## config.mk

```make
export PLATFORM = sky130hd
export DESIGN_NAME = eemi_top
export DESIGN_NICKNAME = d
export VERILOG_FILES = /design/src/hw/eemi_top.v
export VERILOG_INCLUDE_DIRS = /design/src /design/src/hw
export SDC_FILE = /design/constraint.sdc
export NUM_CORES = 2
export LEC_CHECK = 0
export ABC_AREA = 1
export BUFFER_PORTS_ARGS = -buffer_cell sky130_fd_sc_hd__buf_2
export CAP_MARGIN = 20
export CORE_ASPECT_RATIO = 1.25
export CORE_UTILIZATION = 60
export DETAILED_ROUTE_END_ITERATION = 8
export HOLD_SLACK_MARGIN = 0.02
export PLACE_DENSITY = 0.8
export SYNTH_ARGS = -nofsm -noshare
export SYNTH_HDL_FRONTEND = slang
export SYNTH_SLANG_ARGS = --single-unit
```

## constraint.sdc

```tcl
create_clock -name aclk -period 84.1 [get_ports aclk]
set_input_delay 16.82 -clock aclk [delete_from_list [all_inputs] [get_ports aclk]]
set_output_delay 16.82 -clock aclk [all_outputs]
set_load 0.01 [all_outputs]
```

## src/hw/eemi_regs.vh

```
// Register offsets, field positions, reset values and timing counts of the encoder emulation block
`ifndef EEMI_REGS_VH
`define EEMI_REGS_VH
`define EEMI_ADDR_W 6
`define EEMI_OFF_CTRL 6'h00
`define EEMI_OFF_RES 6'h04
`define EEMI_OFF_LINES 6'h08
`define EEMI_OFF_RATIO 6'h0C
`define EEMI_OFF_POS 6'h10
`define EEMI_OFF_REF 6'h14
`define EEMI_OFF_STAT 6'h18
`define EEMI_CTRL_FUNC 0
`define EEMI_CTRL_STEP 1
`define EEMI_CTRL_HTL 2
`define EEMI_CTRL_RESOLVER 3
`define EEMI_CTRL_NOZERO 4
`define EEMI_CTRL_RST 32'h00000000
`define EEMI_RES_RST 16'h0800
`define EEMI_LINES_RST 16'h0800
`define EEMI_RATIO_RST 16'h0100
`define EEMI_RATIO_FRAC 8
`define EEMI_CLK_HZ 200000000
`define EEMI_FMAX_HZ 500000
`define EEMI_EDGE_CYC ((`EEMI_CLK_HZ / (`EEMI_FMAX_HZ * 4)) > 1 ? (`EEMI_CLK_HZ / (`EEMI_FMAX_HZ * 4)) : 1)
`define EEMI_RESP_OKAY 2'b00
`define EEMI_RESP_SLVERR 2'b10
`endif

```

## src/hw/eemi_top.v

```verilog
// Encoder emulation output and master reference input with an AXI4-Lite register slave
`include "eemi_regs.vh"

// Function
// - Port runs either emulation output or master reference input, never both.
// - Emulation derives quadrature A/B and zero pulse R from motor position.
// - Resolver feedback: emulated lines per revolution come from a setting.
// - Incremental feedback: emulated resolution equals connected encoder resolution.
// - Master input pulses become the loop position reference.
// - Master input decodes A/B quadrature or pulse plus direction by setting.
// - Settings: signal type, source lines per revolution, transmission ratio.
// - Alternative master encoder on general inputs three and four.
// - Digital-input master path disables emulation output and port master input.
// - Logic-level rotary encoder accepted on port master input.
module eemi_top (
  input wire aclk,
  input wire aresetn,
  input wire [5:0] s_axi_awaddr,
  input wire [2:0] s_axi_awprot,
  input wire s_axi_awvalid,
  output wire s_axi_awready,
  input wire [31:0] s_axi_wdata,
  input wire [3:0] s_axi_wstrb,
  input wire s_axi_wvalid,
  output wire s_axi_wready,
  output reg [1:0] s_axi_bresp,
  output reg s_axi_bvalid,
  input wire s_axi_bready,
  input wire [5:0] s_axi_araddr,
  input wire [2:0] s_axi_arprot,
  input wire s_axi_arvalid,
  output wire s_axi_arready,
  output reg [31:0] s_axi_rdata,
  output reg [1:0] s_axi_rresp,
  output reg s_axi_rvalid,
  input wire s_axi_rready,
  input wire [15:0] motor_pos,
  input wire [15:0] feedback_lines,
  input wire port_in_a,
  input wire port_in_b,
  input wire general_input_three,
  input wire general_input_four,
  output reg emu_a,
  output reg emu_b,
  output reg emu_r,
  output reg emu_oe,
  output reg [31:0] ref_pos
);

  // Pacing count is an integer expression; only its low byte is kept for the 8-bit counter
  localparam integer EDGE_CYC_I = `EEMI_EDGE_CYC;
  localparam [7:0] EDGE_CYC = EDGE_CYC_I[7:0];

  // Configuration registers
  reg [31:0] ctrl_r;
  reg [15:0] res_r;
  reg [15:0] lines_r;
  reg [15:0] ratio_r;
  // Write halves held until the response goes out
  reg aw_got_r;
  reg w_got_r;
  reg [5:0] awaddr_r;
  reg [31:0] wdata_r;
  reg [3:0] wstrb_r;
  // Emulation tracker: target and emitted edge counts, pacing, phase
  reg [31:0] emu_cnt_r;
  reg [31:0] emu_tgt_r;
  reg [7:0] pace_r;
  reg [1:0] emu_ph_r;
  reg [15:0] prev_pos_r;
  // Master input: previous source sample, raw count, scaled product
  reg [1:0] in_ab_prev_r;
  reg [31:0] raw_cnt_r;
  reg [31:0] mul_r;
  reg busy_r;

  // Control fields; the digital-input path wins over both port functions
  wire func_master = ctrl_r[`EEMI_CTRL_FUNC];
  wire sig_step = ctrl_r[`EEMI_CTRL_STEP];
  wire htl_sel = ctrl_r[`EEMI_CTRL_HTL];
  wire fb_resolver = ctrl_r[`EEMI_CTRL_RESOLVER];
  wire fb_nozero = ctrl_r[`EEMI_CTRL_NOZERO];
  wire emu_on = !func_master && !htl_sel;
  wire port_in_on = func_master && !htl_sel;

  // Write channel: address and data accepted in either order, response after both
  wire wr_go = aw_got_r && w_got_r && !s_axi_bvalid;
  assign s_axi_awready = !aw_got_r && !s_axi_bvalid;
  assign s_axi_wready = !w_got_r && !s_axi_bvalid;
  // A read is refused while its answer is still pending
  assign s_axi_arready = !s_axi_rvalid;

  // Byte-lane merge so partial writes keep the untouched lanes
  function [31:0] merge;
    input [31:0] old;
    input [31:0] nw;
    input [3:0] st;
    integer i;
    begin
      merge = old;
      for (i = 0; i < 4; i = i + 1) begin
        if (st[i]) begin
          merge[i*8 +: 8] = nw[i*8 +: 8];
        end
      end
    end
  endfunction

  // Merged write values and the address hit used for the response code
  wire [31:0] ctrl_m = merge(ctrl_r, wdata_r, wstrb_r);
  wire [31:0] res_m = merge({16'h0000, res_r}, wdata_r, wstrb_r);
  wire [31:0] lines_m = merge({16'h0000, lines_r}, wdata_r, wstrb_r);
  wire [31:0] ratio_m = merge({16'h0000, ratio_r}, wdata_r, wstrb_r);
  wire wr_hit = (awaddr_r == `EEMI_OFF_CTRL) || (awaddr_r == `EEMI_OFF_RES) ||
                (awaddr_r == `EEMI_OFF_LINES) || (awaddr_r == `EEMI_OFF_RATIO);

  // Bus slave and configuration registers
  always @(posedge aclk) begin
    if (!aresetn) begin
      aw_got_r <= 1'b0;
      w_got_r <= 1'b0;
      awaddr_r <= 6'h00;
      wdata_r <= 32'h00000000;
      wstrb_r <= 4'h0;
      s_axi_bvalid <= 1'b0;
      s_axi_bresp <= `EEMI_RESP_OKAY;
      ctrl_r <= `EEMI_CTRL_RST;
      res_r <= `EEMI_RES_RST;
      lines_r <= `EEMI_LINES_RST;
      ratio_r <= `EEMI_RATIO_RST;
    end else begin
      if (s_axi_awvalid && s_axi_awready) begin
        aw_got_r <= 1'b1;
        awaddr_r <= {s_axi_awaddr[5:2], 2'b00};
      end
      if (s_axi_wvalid && s_axi_wready) begin
        w_got_r <= 1'b1;
        wdata_r <= s_axi_wdata;
        wstrb_r <= s_axi_wstrb;
      end
      // Commit once both halves are held; the response rises on the same edge
      if (wr_go) begin
        aw_got_r <= 1'b0;
        w_got_r <= 1'b0;
        s_axi_bvalid <= 1'b1;
        s_axi_bresp <= wr_hit ? `EEMI_RESP_OKAY : `EEMI_RESP_SLVERR;
        case (awaddr_r)
          `EEMI_OFF_CTRL: begin
            ctrl_r <= {27'h0000000, ctrl_m[4:0]};
          end
          `EEMI_OFF_RES: begin
            res_r <= res_m[15:0];
          end
          `EEMI_OFF_LINES: begin
            lines_r <= lines_m[15:0];
          end
          `EEMI_OFF_RATIO: begin
            ratio_r <= ratio_m[15:0];
          end
          default: begin
          end
        endcase
      end else if (s_axi_bvalid && s_axi_bready) begin
        s_axi_bvalid <= 1'b0;
      end
    end
  end

  // Read channel: one cycle from address to data
  always @(posedge aclk) begin
    if (!aresetn) begin
      s_axi_rvalid <= 1'b0;
      s_axi_rdata <= 32'h00000000;
      s_axi_rresp <= `EEMI_RESP_OKAY;
    end else if (s_axi_arvalid && s_axi_arready) begin
      s_axi_rvalid <= 1'b1;
      s_axi_rresp <= `EEMI_RESP_OKAY;
      case ({s_axi_araddr[5:2], 2'b00})
        `EEMI_OFF_CTRL: s_axi_rdata <= ctrl_r;
        `EEMI_OFF_RES: s_axi_rdata <= {16'h0000, res_r};
        `EEMI_OFF_LINES: s_axi_rdata <= {16'h0000, lines_r};
        `EEMI_OFF_RATIO: s_axi_rdata <= {16'h0000, ratio_r};
        `EEMI_OFF_POS: s_axi_rdata <= raw_cnt_r;
        `EEMI_OFF_REF: s_axi_rdata <= ref_pos;
        // Status: catching up, output enable, port input on, emulation on
        `EEMI_OFF_STAT: s_axi_rdata <= {28'h0000000, busy_r, emu_oe, port_in_on, emu_on};
        // Unmapped offsets answer with an error and zero data
        default: begin
          s_axi_rdata <= 32'h00000000;
          s_axi_rresp <= `EEMI_RESP_SLVERR;
        end
      endcase
    end else if (s_axi_rvalid && s_axi_rready) begin
      s_axi_rvalid <= 1'b0;
    end
  end

  // Emulation: target edge count tracks motor position scaled to lines per revolution
  wire [15:0] emu_lines = fb_resolver ? res_r : feedback_lines;
  wire [15:0] pos_delta = motor_pos - prev_pos_r;
  wire [31:0] delta_sx = {{16{pos_delta[15]}}, pos_delta};
  wire [47:0] tgt_step = $signed(delta_sx) * $signed({16'h0000, emu_lines, 2'b00});
  wire [31:0] tgt_inc = tgt_step[47:16]; // Fraction dropped: error stays under one edge per step
  wire [33:0] rev_edges = {16'h0000, emu_lines, 2'b00};
  wire signed [31:0] emu_err = emu_tgt_r - emu_cnt_r;
  // Zero test uses the previous sample, so the pulse stands two cycles behind the shaft
  wire at_zero = (prev_pos_r == 16'h0000);

  // Quadrature output; edges paced so the rate never exceeds the receiver limit
  always @(posedge aclk) begin
    if (!aresetn) begin
      prev_pos_r <= 16'h0000;
      emu_tgt_r <= 32'h00000000;
      emu_cnt_r <= 32'h00000000;
      emu_ph_r <= 2'b00;
      pace_r <= 8'h00;
      emu_a <= 1'b0;
      emu_b <= 1'b0;
      emu_r <= 1'b0;
      emu_oe <= 1'b0;
      busy_r <= 1'b0;
    end else begin
      prev_pos_r <= motor_pos;
      emu_oe <= emu_on;
      // Target follows the shaft every cycle, whichever function is selected
      emu_tgt_r <= emu_tgt_r + tgt_inc;
      busy_r <= (emu_err != 32'h00000000);
      // While off, the count stays aligned and the phase parks at 00: enabling later emits no backlog burst
      if (!emu_on) begin
        emu_cnt_r <= emu_tgt_r + tgt_inc;
        emu_ph_r <= 2'b00;
        pace_r <= 8'h00;
      end else if (pace_r != 8'h00) begin
        pace_r <= pace_r - 8'h01;
      end else if (emu_on && emu_err > 0) begin
        emu_cnt_r <= emu_cnt_r + 32'h00000001;
        emu_ph_r <= emu_ph_r + 2'b01;
        pace_r <= EDGE_CYC - 8'h01;
      end else if (emu_on && emu_err < 0) begin
        emu_cnt_r <= emu_cnt_r - 32'h00000001;
        emu_ph_r <= emu_ph_r - 2'b01;
        pace_r <= EDGE_CYC - 8'h01;
      end
      // Gray sequence 00,10,11,01: A leads B forward, B leads A in reverse
      emu_a <= emu_on & (emu_ph_r == 2'b01 || emu_ph_r == 2'b10);
      emu_b <= emu_on & emu_ph_r[1];
      emu_r <= emu_on & !fb_nozero & at_zero & (rev_edges != 34'h0);
    end
  end

  // Master input source: digital-input pair overrides the port
  wire [1:0] src_ab = htl_sel ? {general_input_three, general_input_four} :
                      (port_in_on ? {port_in_a, port_in_b} : 2'b00);
  // Counting runs only while a master source is selected
  wire src_on = htl_sel || port_in_on;
  // Decoded step of this cycle: +1, -1 or 0
  reg [31:0] step_val;

  // Decode quadrature or pulse plus direction into signed counts
  always @* begin
    step_val = 32'h00000000;
    if (sig_step) begin
      if (src_ab[1] && !in_ab_prev_r[1]) begin
        step_val = src_ab[0] ? 32'hFFFFFFFF : 32'h00000001;
      end
    end else begin
      case ({in_ab_prev_r, src_ab})
        4'b0010, 4'b1011, 4'b1101, 4'b0100: step_val = 32'h00000001;
        4'b0001, 4'b0111, 4'b1110, 4'b1000: step_val = 32'hFFFFFFFF;
        default: step_val = 32'h00000000;
      endcase
    end
  end

  // Scale raw counts into the reference: counts times ratio over lines, fixed point
  wire [63:0] scaled = $signed(raw_cnt_r) * $signed({16'h0000, ratio_r});
  // Drop the eight fraction bits of the ratio
  wire [47:0] ref_full = scaled[55:8];

  always @(posedge aclk) begin
    if (!aresetn) begin
      in_ab_prev_r <= 2'b00;
      raw_cnt_r <= 32'h00000000;
      mul_r <= 32'h00000000;
      ref_pos <= 32'h00000000;
    end else begin
      // Previous source sample for edge detection
      in_ab_prev_r <= src_ab;
      if (src_on) begin
        raw_cnt_r <= raw_cnt_r + step_val;
      end
      // Lines register sets the count base; a zero value holds the reference still
      mul_r <= ref_full[31:0];
      if (lines_r != 16'h0000) begin
        ref_pos <= $signed(mul_r) / $signed({16'h0000, lines_r});
      end
    end
  end

endmodule // eemi_top

```

==> results.md <==
| Metric | This run |
|---|---|
| Final slew viol count | 0 |
| Worst-path clk slew | 0.06 ns |
| Yosys cell types | 94 |
| CP endpoint kind | flop |
| Top cell type's share of synthesized area | 0.1847 |
| Worst-case setup slack after placement | -0.8990 ns |
| Combined area of all synthesized cells | 65,800 sq um |
| Critical-path top delay cell | sky130_fd_sc_hd__xor2_1 |
| Sinks on Clock Net | 306 |
| Min-delay worst type | flop to flop |
| CP Max Fanout | 21 |
| Clock buffers created by TritonCTS | 34 |
| Crit start category | flop |
| Avg Cell Area, Syn | 7.017 sq um |
| Core area | 108,600 sq um |
| Clk_skew | 0.01539 ns |
| Required time reported for the critical path endpoint | 84.63 ns |
| Cell repeated most along the worst path | sky130_fd_sc_hd__a21oi_2 |
| Sequential share of the synthesized area | 0.09309 |
| Number of synthesis warnings | 0 |
| CP max stage delay | 0.54 ns |
| CTS H-tree lvls | 2 |
| Biggest area consumer among synthesized cells | sky130_fd_sc_hd__fa_1 |
| Gr usage total | 0.3413 |
| Smallest setup slack after layout | 4.645 ns |
| CP arrival | 79.98 ns |
| Worst-margin pin slew | 1.165 ns |
| Row count | 135 |
| Commonest cells in the netlist | 1,959 x sky130_fd_sc_hd__nand2_1, 1,749 x sky130_fd_sc_hd__inv_1, 754 x sky130_fd_sc_hd__ha_1, 638 x sky130_fd_sc_hd__nor2_1, 607 x sky130_fd_sc_hd__fa_1 |
| Layout cells sized above 1 | 0.1533 |
| Synthesized flop and latch total | 306 |
| Die X-Extent | 298.2 um |
| Post-DP HPWL | 150,000 um |
| Area overhead of the layout relative to synthesis | 10.42% |
| Die area | 111,000 sq um |
| Worst hold margin | 0.4651 ns |
| Final setup viols | 0 |
| Final weighted congestion of routability-driven global placement | 1.004 |
| Number of violations of the max-capacitance limit | 0 |
| Via density | 5.672 |
| Buffer depth of the longest clock path | 3 |
| Count of pins on the block boundary | 174 |
| Number of enable-type register cells in the synthesized netlist | 0 |
| Clock network latency to the later pin of the worst-skew pair | 0.60 ns |
| Routed wire per std cell | 17.46 um |
| Via count of the first global-routing pass | 62,420 |
| Number of nets with antenna violations after detailed routing | 0 |
| Run status | complete, no violations |
| Detailed-routing iteration count for the pre-antenna-repair pass | 6 |
| Final hold violation count | 0 |
| Achievable frequency | 0.01259 GHz |
| Initial Utilization | 0.6059 |
| CTS Root Cell | sky130_fd_sc_hd__clkbuf_16 |
| Crit Path Class | flop to flop |
| Pin count of the biggest net entering global routing | 76 |
| Minimum clock period after layout | 79.45 ns |
| Number of nets in the finished design | 11,140 |
| Number of standard cells after synthesis | 9,378 |
| Dominant register cell in the synthesized netlist | sky130_fd_sc_hd__dfxtp_1 |
| Dpl cell area | 68,890 sq um |
| Total Wirelength | 194,700 um |
| Residual DRC | 0 |
| Cell area after layout | 72,660 sq um |
| TritonCTS clock tree | yes |
| Most area-consuming cells after synthesis | sky130_fd_sc_hd__fa_1 18%, sky130_fd_sc_hd__ha_1 14%, sky130_fd_sc_hd__nand2_1 11%, sky130_fd_sc_hd__inv_1 10%, sky130_fd_sc_hd__dfxtp_1 9.3% |
| Die Span Y | 372.3 um |
| Async set-or-reset flop fraction in the synthesized netlist | 0 |
| GRT Residual Overflow | 0 |
| Global-route wire length before repair | 307,900 um |
| Number of violations reported at the end of detailed-routing iteration 0 | 4,471 |
| Most common cell in the synthesized netlist | sky130_fd_sc_hd__nand2_1 |
| Slew HR | 0.2206 |
| Post-route fraction of the period consumed by the critical path | 0.9448 |
| Number of antenna violations at the first check in global routing | 16 |
| Quantity of hold-fixing buffers added after cts | 0 |
| Count of buffers inserted at the top-level ports | 143 |
| Via count | 63,250 |
## area by class of cell
type                       instances  area (sq um)
timing repair buffer             566          4011
timing repair inverter             4         28.78
inverter                        1841          7048
multi-input combinational       6933         52410
antenna                            3         7.507
sequential                       306          6145
clock inverter                    18         280.3
fill                            9103         35950
clock buffer                      42         930.9
tap                             1438          1799
## worst paths after layout
| check | start | endpoint | slack (ns) | cells after the start |
|---|---|---|---|---|
| worst max-delay path | mul_r[4] | ref_pos[22] | 4.65 | 604 |
| worst min-delay path | s_axi_rdata[19] | s_axi_rdata[19] | 0.47 | 2 |
| worst max register to register | mul_r[4] | ref_pos[22] | 4.65 | 604 |
| worst min register to register | s_axi_rdata[19] | s_axi_rdata[19] | 0.47 | 2 |
## kinds of logic (layout without fill, tap and decap cells)
group	count (synthesis)	after routing	synth area share
buffers and inverters	2142	2471	0.1316
AND/OR/NAND/NOR	3524	3526	0.2462
XOR/XNOR	452	452	0.06039
AO/OA/AOI/OAI	1588	1588	0.1397
flip-flops	306	306	0.09309
adder cells (fa/ha/maj)	1361	1361	0.3280
other	1	5	0.00005699
multiplexers	4	4	0.0009887
## sequential cells by signal, indices dropped and copies added (netlist names), 2 cells and up
name	cells
emu_cnt_r	32
emu_tgt_r	32
mul_r	32
raw_cnt_r	32
ref_pos	32
s_axi_rdata	32
lines_r	16
prev_pos_r	16
ratio_r	16
res_r	16
wdata_r	16
pace_r	8
ctrl_r	5
awaddr_r	4
emu_ph_r	2
in_ab_prev_r	2
wstrb_r	2
## metrics by stage
stage	util	std cells	TNS, ns
after global placement	0.6343	10910	0
after detailed placement	0.6343	10910	-4.594
after floorplan	-	9379	0
after global routing	0.6689	11150	-23.48
final	0.6690	11150	0
after CTS	0.6464	10980	0
## layout by cell type (no fill, tap or decap), drive strengths merged, types with 71 or more instances in the layout
cell type	n
ha	754
o21ai	644
nand2	2146
inv	1808
nor3	86
dfxtp	306
xor2	283
o21bai	71
a21oi	581
nand3	335
buf	565
fa	607
xnor2	169
nor2	727
nand4	106
## timing repair
| item | in CTS | in global routing |
|---|---|---|
| gates resized for setup | 11 | 329 |
| pin swaps | 3 | 239 |
| buffers inserted | 3 | 163 |
| cloned | 0 | 8 |
| endpoints found under the setup margin | 19 | 32 |
## layer usage
layer  up-vias  track usage  part of all wire
li1      30230            -                 -
met1     29830       0.3883              0.37
met2      2474       0.5985              0.48
met3       701      0.06959             0.088
met4        18       0.1861             0.061
met5         -            0           0.00066
## critical path: cells and delay by family, from the launching register on
kind / cells / cell delay, ns
buffers and inverters: 127 / 11.31
AO/OA/AOI/OAI: 242 / 36.69
AND/OR/NAND/NOR: 202 / 20.79
flip-flops: 1 / 0.37
adder cells (fa/ha/maj): 32 / 9.42
XOR/XNOR: 1 / 0.54
Power is not shown: default switching activity piles up to over one toggle a cycle in this logic, so the estimate is an artifact.
